File: config.mk
export PLATFORM = sky130hd
export DESIGN_NAME = fer_top
export DESIGN_NICKNAME = d
export VERILOG_FILES = /design/src/fer_pkg.sv /design/src/fer_reset_ctl.sv /design/src/fer_top.sv
export SDC_FILE = /design/constraint.sdc
export NUM_CORES = 1
export LEC_CHECK = 0
export BUFFER_PORTS_ARGS = -buffer_cell sky130_fd_sc_hd__buf_2
export CAP_MARGIN = 20
export CORE_ASPECT_RATIO = 0.9
export CORE_MARGIN = 2
export CORE_UTILIZATION = 33
export DETAILED_ROUTE_END_ITERATION = 8
export GPL_TIMING_DRIVEN = 0
export PLACE_DENSITY = 0.74
export SLEW_MARGIN = 0
export SYNTH_ARGS = -nofsm -noshare
export SYNTH_HDL_FRONTEND = slang
export SYNTH_SLANG_ARGS = --single-unit
File: constraint.sdc
create_clock -name clk -period 2.3 [get_ports clk]
set_input_delay 0.46 -clock clk [delete_from_list [all_inputs] [get_ports clk]]
set_output_delay 0.46 -clock clk [all_outputs]
set_load 0.005 [all_outputs]
File: src/fer_pkg.sv
// What this block does
// - two-bit fatal policy: 00 report, 01 internal reset, 10 block, 11 block plus link down
// - report policy, external fatal: log header, send fatal message, assert fatal output
// - report policy, ecc failure: send fatal interrupt message, always assert fatal output
// - internal-reset policy, base mode only: any fatal triggers chip reset, no messages
// - block policy: log uncorrectable status, assert fatal output, all ports stop tlps
// - packet partway out when blocking starts is ended with an edb symbol
// - block plus link down: all block actions and force upstream link down
// - once fenced, stay fenced until fundamental reset
// - hot-reset scope bit: 0 all but sticky and specific, 1 config space only
// - hot-reset scope bit survives hot reset; config writes and fundamental-reset eeprom load change it
// - reload-disable bit: 0 reload eeprom on hot reset or dl_down, 1 no reload
// - propagation-disable bit: ignore hot reset, no dl_down reset, no downstream hot reset
// - virtual-interface access bit: 0 retry type 0 config, 1 accept, nt base only
// - virtual-interface access bit resets to 1 without eeprom, 0 with eeprom
// - link-interface access bit: 0 retry type 0 config, 1 accept, nt base only
// - nt-link load inhibit skips nt link eeprom load under three reset conditions
// - nt-link-only load loads only nt link entries under the same conditions
// - in virtual switch mode or downstream port nt bits read zero, writes ignored
package fer_pkg;
    localparam logic [11:0] REG_OFFSET    = 12'ha30;
    localparam int          POLICY_LSB    = 0;
    localparam int          SCOPE_BIT     = 2;
    localparam int          RELOAD_DIS    = 3;
    localparam int          PROP_DIS      = 4;
    localparam int          TEST_BIT      = 5;
    localparam int          VIF_BIT       = 24;
    localparam int          LIF_BIT       = 25;
    localparam int          INHIBIT_BIT   = 26;
    localparam int          ONLY_BIT      = 27;
    localparam logic [31:0] WRITE_MASK_US = 32'h0000_003f;
    localparam logic [31:0] WRITE_MASK_NT = 32'h0f00_0000;
    localparam logic [1:0]  POLICY_RESET  = 2'h0;
    typedef enum logic [1:0] {
        FER_REPORT  = 2'b00,
        FER_IRESET  = 2'b01,
        FER_BLOCK   = 2'b10,
        FER_BLKDOWN = 2'b11
    } fer_policy_t;
endpackage

File: src/fer_reset_ctl.sv
`timescale 1ns/1ps
`default_nettype none
module fer_reset_ctl (
    // control bits
    input  wire logic scope,
    input  wire logic reload_dis,
    input  wire logic prop_dis,
    input  wire logic nt_inhibit,
    input  wire logic nt_only,
    input  wire logic nt_enabled,
    // reset events
    input  wire logic us_hot_reset,
    input  wire logic us_dl_down,
    input  wire logic ntl_reset,
    // resulting actions
    output logic      hot_reset_full,
    output logic      hot_reset_cfg,
    output logic      downstream_hot_reset,
    output logic      eeprom_reload,
    output logic      eeprom_skip_ntlink,
    output logic      eeprom_ntlink_only
);
    logic us_hot_taken;
    logic dl_reset;
    logic cond_hot;
    logic cond_dl;
    logic cond_ntl;
    logic cond_any;

    assign us_hot_taken = us_hot_reset & ~prop_dis;
    assign dl_reset     = us_dl_down & ~prop_dis;
    assign hot_reset_full = (us_hot_taken & ~scope) | dl_reset;
    assign hot_reset_cfg  = us_hot_taken & scope;
    assign downstream_hot_reset = us_hot_taken | dl_reset;
    assign eeprom_reload = (us_hot_taken | us_dl_down) & ~reload_dis;
    assign cond_hot = us_hot_taken & ~reload_dis & ~scope;
    assign cond_dl  = us_dl_down & ~prop_dis & ~reload_dis & ~scope;
    assign cond_ntl = ntl_reset & ~reload_dis;
    assign cond_any = nt_enabled & (cond_hot | cond_dl | cond_ntl);
    assign eeprom_skip_ntlink = cond_any & nt_inhibit;
    assign eeprom_ntlink_only = cond_any & nt_only & ~nt_inhibit;
endmodule
`default_nettype wire

File: src/fer_top.sv
`timescale 1ns/1ps
`default_nettype none
module fer_top #(
    parameter int NUM_VS = 2
) (
    // clock and reset (rst_n is the fundamental reset)
    input  wire logic              clk,
    input  wire logic              rst_n,
    // port configuration
    input  wire logic              is_upstream,
    input  wire logic              base_mode,
    input  wire logic              nt_present,
    input  wire logic              eeprom_present,
    // configuration access
    input  wire logic              cfg_wr,
    input  wire logic              cfg_rd,
    input  wire logic [11:0]       cfg_addr,
    input  wire logic [31:0]       cfg_wdata,
    output logic [31:0]            cfg_rdata,
    // eeprom load at fundamental reset and at hot reset
    input  wire logic              ee_load_valid,
    input  wire logic              ee_load_fundamental,
    input  wire logic [31:0]       ee_load_data,
    // fatal events
    input  wire logic              fatal_external,
    input  wire logic              fatal_ecc,
    input  wire logic [NUM_VS-1:0] fatal_vs_sel,
    // reset events
    input  wire logic              us_hot_reset,
    input  wire logic              us_dl_down,
    input  wire logic              ntl_reset,
    // transmit state
    input  wire logic              tx_in_packet,
    // nt config requests
    input  wire logic              vif_type0_cfg,
    input  wire logic              lif_type0_cfg,
    // fatal actions
    output logic                   fatal_error_out_n,
    output logic [NUM_VS-1:0]      per_vswitch_fatal_error_out_n,
    output logic                   log_header,
    output logic                   send_fatal_msg,
    output logic                   send_fatal_int_msg,
    output logic                   log_uncorr_status,
    output logic                   internal_chip_reset,
    output logic                   tx_block,
    output logic                   tx_insert_edb,
    output logic                   force_link_down,
    // nt access answers
    output logic                   vif_cfg_retry,
    output logic                   lif_cfg_retry,
    // reset actions
    output logic                   hot_reset_full,
    output logic                   hot_reset_cfg,
    output logic                   downstream_hot_reset,
    output logic                   eeprom_reload,
    output logic                   eeprom_skip_ntlink,
    output logic                   eeprom_ntlink_only
);
    // ------------------------------------------------------------
    // register storage
    // ------------------------------------------------------------
    logic [31:0]       ctl;
    logic              fenced;
    logic              fatal_flag;
    logic [NUM_VS-1:0] vs_flag;
    logic              strap_done;

    logic        hit;
    logic        nt_enabled;
    logic [31:0] wmask;
    logic [31:0] next_ctl;
    logic [31:0] read_view;
    logic [1:0]  policy;
    logic        fatal_any;
    logic        do_block;
    logic        do_report;
    logic        do_ireset;

    assign hit        = cfg_addr == fer_pkg::REG_OFFSET;
    assign nt_enabled = base_mode & nt_present & is_upstream;
    // nt bits only writable in base mode on an upstream port
    assign wmask = is_upstream ?
        (fer_pkg::WRITE_MASK_US | (nt_enabled ? fer_pkg::WRITE_MASK_NT : 32'h0000_0000)) :
        32'h0000_0000;
    // scope bit: config writes allowed, eeprom only at fundamental reset
    always_comb begin
        next_ctl = ctl;
        if (cfg_wr && hit) begin
            next_ctl = (ctl & ~wmask) | (cfg_wdata & wmask);
        end
        if (ee_load_valid && is_upstream) begin
            next_ctl = (ctl & ~wmask) | (ee_load_data & wmask);
            if (!ee_load_fundamental) begin
                next_ctl[fer_pkg::SCOPE_BIT] = ctl[fer_pkg::SCOPE_BIT];
            end
        end
    end

    // ------------------------------------------------------------
    // sticky control; only the fundamental reset clears it
    // ------------------------------------------------------------
    always_ff @(posedge clk) begin
        if (!rst_n) begin
            ctl        <= 32'h0000_0000;
            strap_done <= 1'b0;
        end else if (!strap_done) begin
            strap_done <= 1'b1;
            // strap caught after release, not in the reset branch
            ctl <= {7'h00, ~eeprom_present & nt_enabled, 24'h00_0000};
        end else begin
            ctl <= next_ctl;
        end
    end

    // downstream or non-nt view reads zero on masked fields
    assign read_view = ctl & wmask;

    always_ff @(posedge clk) begin
        if (!rst_n) begin
            cfg_rdata <= 32'h0000_0000;
        end else if (cfg_rd) begin
            cfg_rdata <= hit ? read_view : 32'h0000_0000;
        end
    end

    // ------------------------------------------------------------
    // fatal policy
    // ------------------------------------------------------------
    assign policy    = ctl[fer_pkg::POLICY_LSB +: 2];
    assign fatal_any = (fatal_external | fatal_ecc) & strap_done;
    assign do_report = fatal_any & (policy == fer_pkg::FER_REPORT);
    // internal reset is a base-mode feature only
    assign do_ireset = fatal_any & (policy == fer_pkg::FER_IRESET) & base_mode;
    assign do_block  = fatal_any & policy[1];

    always_ff @(posedge clk) begin
        if (!rst_n) begin
            log_header          <= 1'b0;
            send_fatal_msg      <= 1'b0;
            send_fatal_int_msg  <= 1'b0;
            log_uncorr_status   <= 1'b0;
            internal_chip_reset <= 1'b0;
        end else begin
            log_header          <= do_report & fatal_external;
            send_fatal_msg      <= do_report & fatal_external;
            send_fatal_int_msg  <= do_report & fatal_ecc;
            log_uncorr_status   <= do_block;
            internal_chip_reset <= do_ireset;
        end
    end

    // fence holds until fundamental reset; no software clear exists
    always_ff @(posedge clk) begin
        if (!rst_n) begin
            fenced          <= 1'b0;
            force_link_down <= 1'b0;
        end else begin
            if (do_block) begin
                fenced <= 1'b1;
            end
            if (do_block && policy == fer_pkg::FER_BLKDOWN) begin
                force_link_down <= 1'b1;
            end
        end
    end

    assign tx_block = fenced | do_block;

    // edb fires once, the cycle after fencing first bites mid-packet
    always_ff @(posedge clk) begin
        if (!rst_n) begin
            tx_insert_edb <= 1'b0;
        end else begin
            tx_insert_edb <= do_block & ~fenced & tx_in_packet;
        end
    end

    // ------------------------------------------------------------
    // fatal outputs, active low, held until fundamental reset
    // ------------------------------------------------------------
    logic fatal_assert;
    assign fatal_assert = do_report | do_block;

    always_ff @(posedge clk) begin
        if (!rst_n) begin
            fatal_flag <= 1'b0;
        end else if (fatal_assert) begin
            fatal_flag <= 1'b1;
        end
    end
    assign fatal_error_out_n = ~fatal_flag;

    genvar g;
    generate
        for (g = 0; g < NUM_VS; g++) begin : gen_vs
            always_ff @(posedge clk) begin
                if (!rst_n) begin
                    vs_flag[g] <= 1'b0;
                end else if (fatal_assert && fatal_vs_sel[g]) begin
                    vs_flag[g] <= 1'b1;
                end
            end
            assign per_vswitch_fatal_error_out_n[g] = ~vs_flag[g];
        end
    endgenerate

    // ------------------------------------------------------------
    // nt config access
    // ------------------------------------------------------------
    assign vif_cfg_retry = nt_enabled & vif_type0_cfg & ~ctl[fer_pkg::VIF_BIT];
    assign lif_cfg_retry = nt_enabled & lif_type0_cfg & ~ctl[fer_pkg::LIF_BIT];

    // ------------------------------------------------------------
    // reset scope and eeprom reload decisions
    // ------------------------------------------------------------
    fer_reset_ctl u_reset_ctl (
        .scope                (ctl[fer_pkg::SCOPE_BIT]),
        .reload_dis           (ctl[fer_pkg::RELOAD_DIS]),
        .prop_dis             (ctl[fer_pkg::PROP_DIS]),
        .nt_inhibit           (ctl[fer_pkg::INHIBIT_BIT]),
        .nt_only              (ctl[fer_pkg::ONLY_BIT]),
        .nt_enabled           (nt_enabled),
        .us_hot_reset         (us_hot_reset),
        .us_dl_down           (us_dl_down),
        .ntl_reset            (ntl_reset),
        .hot_reset_full       (hot_reset_full),
        .hot_reset_cfg        (hot_reset_cfg),
        .downstream_hot_reset (downstream_hot_reset),
        .eeprom_reload        (eeprom_reload),
        .eeprom_skip_ntlink   (eeprom_skip_ntlink),
        .eeprom_ntlink_only   (eeprom_ntlink_only)
    );
endmodule
`default_nettype wire

Word level (Yosys, flattened, before mapping)
Index checks and enable logic that the tools add are counted.
Widths: inputs -> output; s select.
{"block": "word_totals", "in_bits": 96, "reg_bits": 75, "output_inout_bits": 51, "elab_cells": 93}
{"block": "classes", "reduce_logical": 9, "bitwise_logic": 56, "n_mux": 8, "eq_ne": 5}
{"op": "$and 32x28->32", "n": 3}
{"op": "$mux 32", "n": 3}
{"op": "$or 32x32->32", "n": 2}
{"op": "$mux 28", "n": 2}
{"op": "$and 32x32->32", "n": 1}
{"op": "$not 28->32", "n": 1}
{"op": "$and 1x1->1", "n": 30}
{"op": "$mux 25", "n": 1}
{"op": "$eq 12x12->1 const B", "n": 1}
{"op": "$not 1->1", "n": 11}
{"op": "$or 1x1->1", "n": 8}
{"op": "$logic_and 1x1->1", "n": 5}
{"op": "$reduce_and 2->1", "n": 2}
{"op": "$ne 3x1->1 const B", "n": 1}
{"op": "$eq 2x1->1 const B", "n": 1}
{"op": "$eq 2x2->1 const B", "n": 1}
{"op": "$logic_not 2->1", "n": 1}
{"op": "$mux 1", "n": 2}
{"op": "$ne 2x2->1 const B", "n": 1}
{"op": "$reduce_bool 2->1", "n": 1}

Longest topological paths before layout
Gate-level depths: netlist of run 1.
{"block": "logic_depth", "ltp_word": 10, "ltp_mapped": 5, "mapped_depth_nobuf": 4}

Hierarchy
Synthesis of run 1 repeated with hierarchy kept, for this count alone.
{"block": "hier_totals", "hier_cells": 187, "area_unflattened_um2": 1679.1}
{"module": "fer_top", "area_each_um2": 1586.5, "instances": 1, "seq_area_each_um2": 620.6, "cells_per_inst": 174}
{"module": "fer_reset_ctl", "area_each_um2": 92.6, "instances": 1, "seq_area_each_um2": 0.0, "cells_per_inst": 13}

Worst setup path before layout of run 1
Ideal clock, no wire load.
{"block": "synth_path", "path_kind": "input to register", "startpoint": "input port cfg_addr[3]", "endpoint": "register (tool-made name)", "arrival_time_ns": 2.055, "path_slack_ns": 0.126, "stages": 5, "setup_time_ns": 0.120, "required_time_ns": 2.180, "n_path_buf": 1, "cell_sequence": "or4_4 > or4_4 > buf_6 > and4_4 > a211o_1"}
{"element": "start, declared", "line": "fer_top.sv:17", "source": "input wire logic [11:0] cfg_addr,"}

==> summary.txt, run 1 <==
Outcome -> finished clean
DP Worst Slack -> -0.0915 ns
IO Port Bufs -> 79
Clock power share -> 0.362
Vias/cell -> 4.40
Final Util -> 0.488
Starting density of the core -> 0.345
Iteration-0 DRC Markers -> 42
Number of global-route vias before repair -> 1427
Number of diodes -> 0
Site Rows -> 23
Sw frac -> 0.246
H-tree depth -> 2
Dpl hpwl -> 3.17 mm
YS warnings -> 0
Sequential share of power -> 0.495
Worst Path Required -> 2.50 ns
Clock buffer depth -> 2
Pin count of the biggest net entering global routing -> 11
Die area -> 5230 um^2
Seq/Total Area, Yosys -> 0.403
Routed Antenna Nets -> 0
Post-Syn Area -> 1540 um^2
DRC violations left -> 0
Post-CTS setup buffer count -> 0
Post-CTS resize count -> 0
TritonRoute pass-1 iters -> 4
Vert. Die Dim -> 68.8 um
Final worst path period need -> 2.04 ns
Pwr dens -> 517 nW/um^2
Tcrit/Tclk final -> 0.888
Clock sink count -> 31
Clock tree root buffer cell -> clkbuf_8
Final Instance Count excl. Fillers -> 342
Unique masters post-synth -> 38
Leakage -> 1.12 nW
Die X -> 76.0 um
Vias post-DR -> 1504
Placed cells -> 333
Synth area leader -> dfxtp_1
Setup Skew -> 0.00500 ns
Cts hold-fix bufs -> 0
RSZ-0062 raised after global routing -> false
Clk Latency, worst-skew pair -> 0.28 ns
P_int -> 0.849 mW
First-pass GRT wire length -> 6.35 mm
Max-slew headroom -> 0.475
Worst-path fanout max -> 6
Slew Limit Fails -> 0
Inserted Clock Buffers -> 5
Final hold vios -> 0
Synth-to-layout area growth -> 41.5%
Setup WS post-layout -> 0.258 ns
CTS clk-pin slew, worst paths -> 0.06 ns
Comb power frac -> 0.143
Layout cell share with drive strength beyond 1 -> 0.411
Commonest non-fill, non-tap cell in the layout -> buf_2
TritonCTS clock tree -> done
Post-Synthesis Cells -> 171
Startpoint class of the critical path -> primary input
Slew @ Worst Pin -> 0.778 ns
Avg Synthesized Cell Area -> 9.00 um^2
Avg WL per Cell -> 11.7 um
Fin nets -> 375
Synth top area share -> 0.403
P_sw -> 0.277 mW
Max rail drop VDD -> 0.188 mV
Final setup violation count -> 0
Initial antenna violation count -> 0
FF+latch count, synth -> 31
Crit path kind -> in2reg
Synth top area cells -> dfxtp_1 (40%), buf_4 (11%), mux2i_1 (5.9%)
GP Congestion -> 0.746
Core area -> 4460 um^2
Peak Freq -> 0.490 GHz
Endpoint class of the critical path -> flip-flop
I/O pin count -> 147
Total grt overflow -> 0
Total wire length -> 4.01 mm
Total GRT Usage -> 0.158
Arr. time, crit path -> 2.24 ns
Worst hold path type -> in2reg
Most frequent cells in the layout -> buf_2 (80), dfxtp_1 (31), buf_4 (23)
Count of maximum capacitance violations -> 0
path summary, 6_finish.rpt:
check / startpoint / end / slack (ns) / cells past startpoint
setup / recovery: cfg_addr[3] / flip-flop / 0.26 / 5
hold / removal: ee_load_valid / flip-flop / 0.40 / 2
setup reg to reg: strap_done / flip-flop / 1.11 / 3
hold reg to reg: flip-flop / cfg_rdata[5] / 0.47 / 1
power groups by stage:
stage | clock network, mW | logic (mW) | registers [mW]
global route | 0.448 | 0.182 | 0.559
detailed placement | 0 | 0.161 | 0.569
finish | 0.408 | 0.161 | 0.557
global placement | 0 | 0.158 | 0.569
CTS | 0.424 | 0.161 | 0.557
floorplan | 0 | 0.0910 | 0.567
area by class of cell:
class | count | area, um^2
inverter | 7 | 26.3
tap | 62 | 77.6
sequential | 31 | 621
clock buffer | 7 | 76.3
buffer | 28 | 199
fill | 440 | 2280
multi-input combinational | 126 | 772
clock inverter | 1 | 5.00
timing repair buffer | 80 | 400
cells by family after synthesis:
logic type / after synthesis / synth area share
other: 1 / 0.00244
AO/OA/AOI/OAI: 38 / 0.159
AND/OR/NAND/NOR: 56 / 0.224
multiplexers: 10 / 0.0659
buffers and inverters: 35 / 0.146
flip-flops: 31 / 0.403
stage by stage:
| step | total power, mW | hold WS, ns | instance area (um^2) | setup TNS (ns) |
|---|---|---|---|---|
| 6_report | 1.13 | 0.399 | 2180 | 0 |
| 5_1_grt | 1.19 | 0.398 | 2180 | 0 |
| 4_1_cts | 1.14 | 0.390 | 2170 | 0 |
| 3_5_place_dp | 0.730 | 0.458 | 2090 | -0.675 |
| 3_3_place_gp | 0.727 | 0.450 | 2090 | -0.396 |
| 2_1_floorplan | 0.658 | 0.441 | 1620 | 0 |
per-layer routing:
metal  GRT usage  part of all wire  vias up  wire (um)
li1            -                 -      782          -
met1       0.176              0.43      661       1730
met2       0.288              0.49       59       1970
met3      0.0521             0.069        2        277
met4      0.0614            0.0052        0         21
met5           0                 0        -          0
critical path, stage by stage:
cell and delay [ns]:
buf_2 0.10, or4_4 0.55, o41ai_1 0.77, a21oi_1 0.15, nor3_1 0.21
synth_stat cells:
master,n
dfxtp_1,31
buf_4,23
a21oi_1,15
mux2i_1,9
inv_1,7
nand3_1,7
a22o_1,6
nand2_1,6
nor2_1,6
o21ai_0,6
nand2b_1,5
a21boi_0,4
and3_1,4
nor2b_1,4
nor3_1,4
and2_1,3
clkbuf_1,3
nor4_1,3
nor4b_1,3
nand4bb_1,2
nor3b_1,2
or4_4,2
a211o_1,1
and2_0,1
and3b_1,1
and4_4,1
buf_1,1
buf_6,1
conb_1,1
mux2_2,1
nand4_1,1
o2111ai_1,1
o21a_1,1
o22a_1,1
o22ai_1,1
o31ai_1,1
o41ai_1,1
or2_2,1
No activity file was read; power rests on OpenSTA's default activity.
==> run 2, diff against run 1 <==
MAX_ROUTING_LAYER = met4   (was not set)
==> run 2 against run 1 <==
Net effect: sequential power hardly changed; register-to-register slack about the same; global-route usage grew 0.50 points; count of clock-buffer cells in the layout stayed put; power hardly changed; via count down 0.47%; critical path depth stayed put; sequential share of layout area is the same; maximum frequency is essentially flat; worst hold slack about the same; largest power group unchanged.
==> summary.txt, run 2 (synthesized netlist as in run 1, its figures left out) <==
RSZ-0062 raised after global routing -> false (unchanged)
Worst hold path type -> in2reg (unchanged)
Total grt overflow -> 0 (unchanged)
Inserted Clock Buffers -> 5 (unchanged)
TritonCTS clock tree -> done (unchanged)
Arr. time, crit path -> 2.24 ns (about the same)
Count of maximum capacitance violations -> 0 (unchanged)
Dpl hpwl -> 3.17 mm (unchanged)
Peak Freq -> 0.490 GHz (about the same)
Site Rows -> 23 (unchanged)
Most frequent cells in the layout -> buf_2 (80), dfxtp_1 (31), buf_4 (23) (unchanged)
Die X -> 76.0 um (unchanged)
DP Worst Slack -> -0.0915 ns (unchanged)
Initial antenna violation count -> 0 (unchanged)
Final setup violation count -> 0 (unchanged)
IO Port Bufs -> 79 (unchanged)
Setup TNS Final -> 0 ns (unchanged)
Vias/cell -> 4.38 (was 4.40)
First-pass GRT wire length -> 6.35 mm (about the same)
Register area -> 621 um^2 (unchanged)
Die area -> 5230 um^2 (unchanged)
H-tree depth -> 2 (unchanged)
Slew Limit Fails -> 0 (unchanged)
Fin nets -> 375 (unchanged)
Startpoint class of the critical path -> primary input (unchanged)
Pwr dens -> 517 nW/um^2 (about the same)
Layout cell share with drive strength beyond 1 -> 0.411 (unchanged)
Max-slew headroom -> 0.475 (about the same)
Setup Skew -> 0.00430 ns (was 0.00500 ns)
TritonRoute pass-1 iters -> 4 (unchanged)
Leakage -> 1.12 nW (unchanged)
Iteration-0 DRC Markers -> 46 (was 42)
Starting density of the core -> 0.345 (unchanged)
Worst-path fanout max -> 6 (unchanged)
Final worst path period need -> 2.04 ns (about the same)
Area of the multi-input gates -> 772 um^2 (unchanged)
Pin count of the biggest net entering global routing -> 11 (unchanged)
Design Power -> 1.13 mW (about the same)
Endpoint class of the critical path -> flip-flop (unchanged)
P_sw -> 0.276 mW (was 0.277 mW)
Commonest non-fill, non-tap cell in the layout -> buf_2 (unchanged)
Total wire length -> 4.01 mm (about the same)
Vert. Die Dim -> 68.8 um (unchanged)
Post-CTS resize count -> 0 (unchanged)
DRC violations left -> 0 (unchanged)
Worst Path Required -> 2.50 ns (about the same)
Max rail drop VDD -> 0.187 mV (was 0.188 mV)
GP Congestion -> 0.756 (was 0.746)
Core area -> 4460 um^2 (unchanged)
CTS clk-pin slew, worst paths -> 0.06 ns (about the same)
P_int -> 0.849 mW (about the same)
DP Area -> 2090 um^2 (unchanged)
Setup WS post-layout -> 0.259 ns (was 0.258 ns)
Number of global-route vias before repair -> 1427 (unchanged)
Clock power share -> 0.362 (about the same)
Slew @ Worst Pin -> 0.777 ns (was 0.778 ns)
Outcome -> finished clean (unchanged)
Cts hold-fix bufs -> 0 (unchanged)
Crit path kind -> in2reg (unchanged)
Clock tree root buffer cell -> clkbuf_8 (unchanged)
Tcrit/Tclk final -> 0.887 (was 0.888)
Routed Antenna Nets -> 0 (unchanged)
Sw frac -> 0.246 (about the same)
Clock sink count -> 31 (unchanged)
Clock buffer depth -> 2 (unchanged)
Non-Filler Cell Area, Final -> 2180 um^2 (unchanged)
Worst Hold Depth -> 2 (unchanged)
Synth-to-layout area growth -> 41.5% (unchanged)
Vias post-DR -> 1497 (was 1504)
Post-CTS setup buffer count -> 0 (unchanged)
Worst R2R Path Depth -> 3 (unchanged)
Clk Latency, worst-skew pair -> 0.28 ns (about the same)
Total GRT Usage -> 0.163 (was 0.158)
Fillcell total -> 440 (unchanged)
Avg WL per Cell -> 11.7 um (about the same)
I/O pin count -> 147 (unchanged)
Final hold vios -> 0 (unchanged)
Number of diodes -> 0 (unchanged)
Sequential share of power -> 0.495 (about the same)
Comb power frac -> 0.143 (about the same)
[run 2: layer usage]
metal / up-vias / share of wire / GRT usage
met4: 0 / 0.0060 / 0.0614
met2: 57 / 0.49 / 0.287
met5: - / 0 / -
met3: 2 / 0.064 / 0.0495
met1: 656 / 0.44 / 0.179
li1: 782 / - / -
[run 2: path summary, 6_finish.rpt]
kind,start,end,slack (ns)
max,cfg_addr[3],flip-flop,0.26
min,ee_load_valid,flip-flop,0.40
max reg2reg,strap_done,flip-flop,1.12
min reg2reg,flip-flop,cfg_rdata[5],0.47
[run 2: through the flow]
| stage | instances | utilization | hold WS [ns] |
|---|---|---|---|
| after detailed placement | 333 | 0.469 | 0.458 |
| final | 342 | 0.488 | 0.398 |
| after floorplan | 192 | - | 0.441 |
| after global routing | 342 | 0.488 | 0.398 |
| after CTS | 341 | 0.487 | 0.390 |
| after global placement | 333 | 0.469 | 0.450 |
[run 2: critical path, cell delays in order]
cell	delay, ns
buf_2	0.10
or4_4	0.55
o41ai_1	0.77
a21oi_1	0.15
nor3_1	0.21
[run 2: power by group through the flow]
stage               Clock [mW]  Sequential, mW  Combinational, mW
floorplan                    0           0.567             0.0910
global placement             0           0.569              0.158
detailed placement           0           0.569              0.161
CTS                      0.424           0.557              0.161
global route             0.448           0.559              0.182
finish                   0.408           0.557              0.161
[run 2: cell type report]
| type | count | area share |
|---|---|---|
| Buffer | 28 | 0.0914 |
| Clock buffer | 7 | 0.0351 |
| Clock inverter | 1 | 0.00230 |
| Inverter | 7 | 0.0121 |
| Multi-Input combinational cell | 126 | 0.355 |
| Sequential cell | 31 | 0.285 |
| Tap cell | 62 | 0.0356 |
| Timing Repair Buffer | 80 | 0.184 |
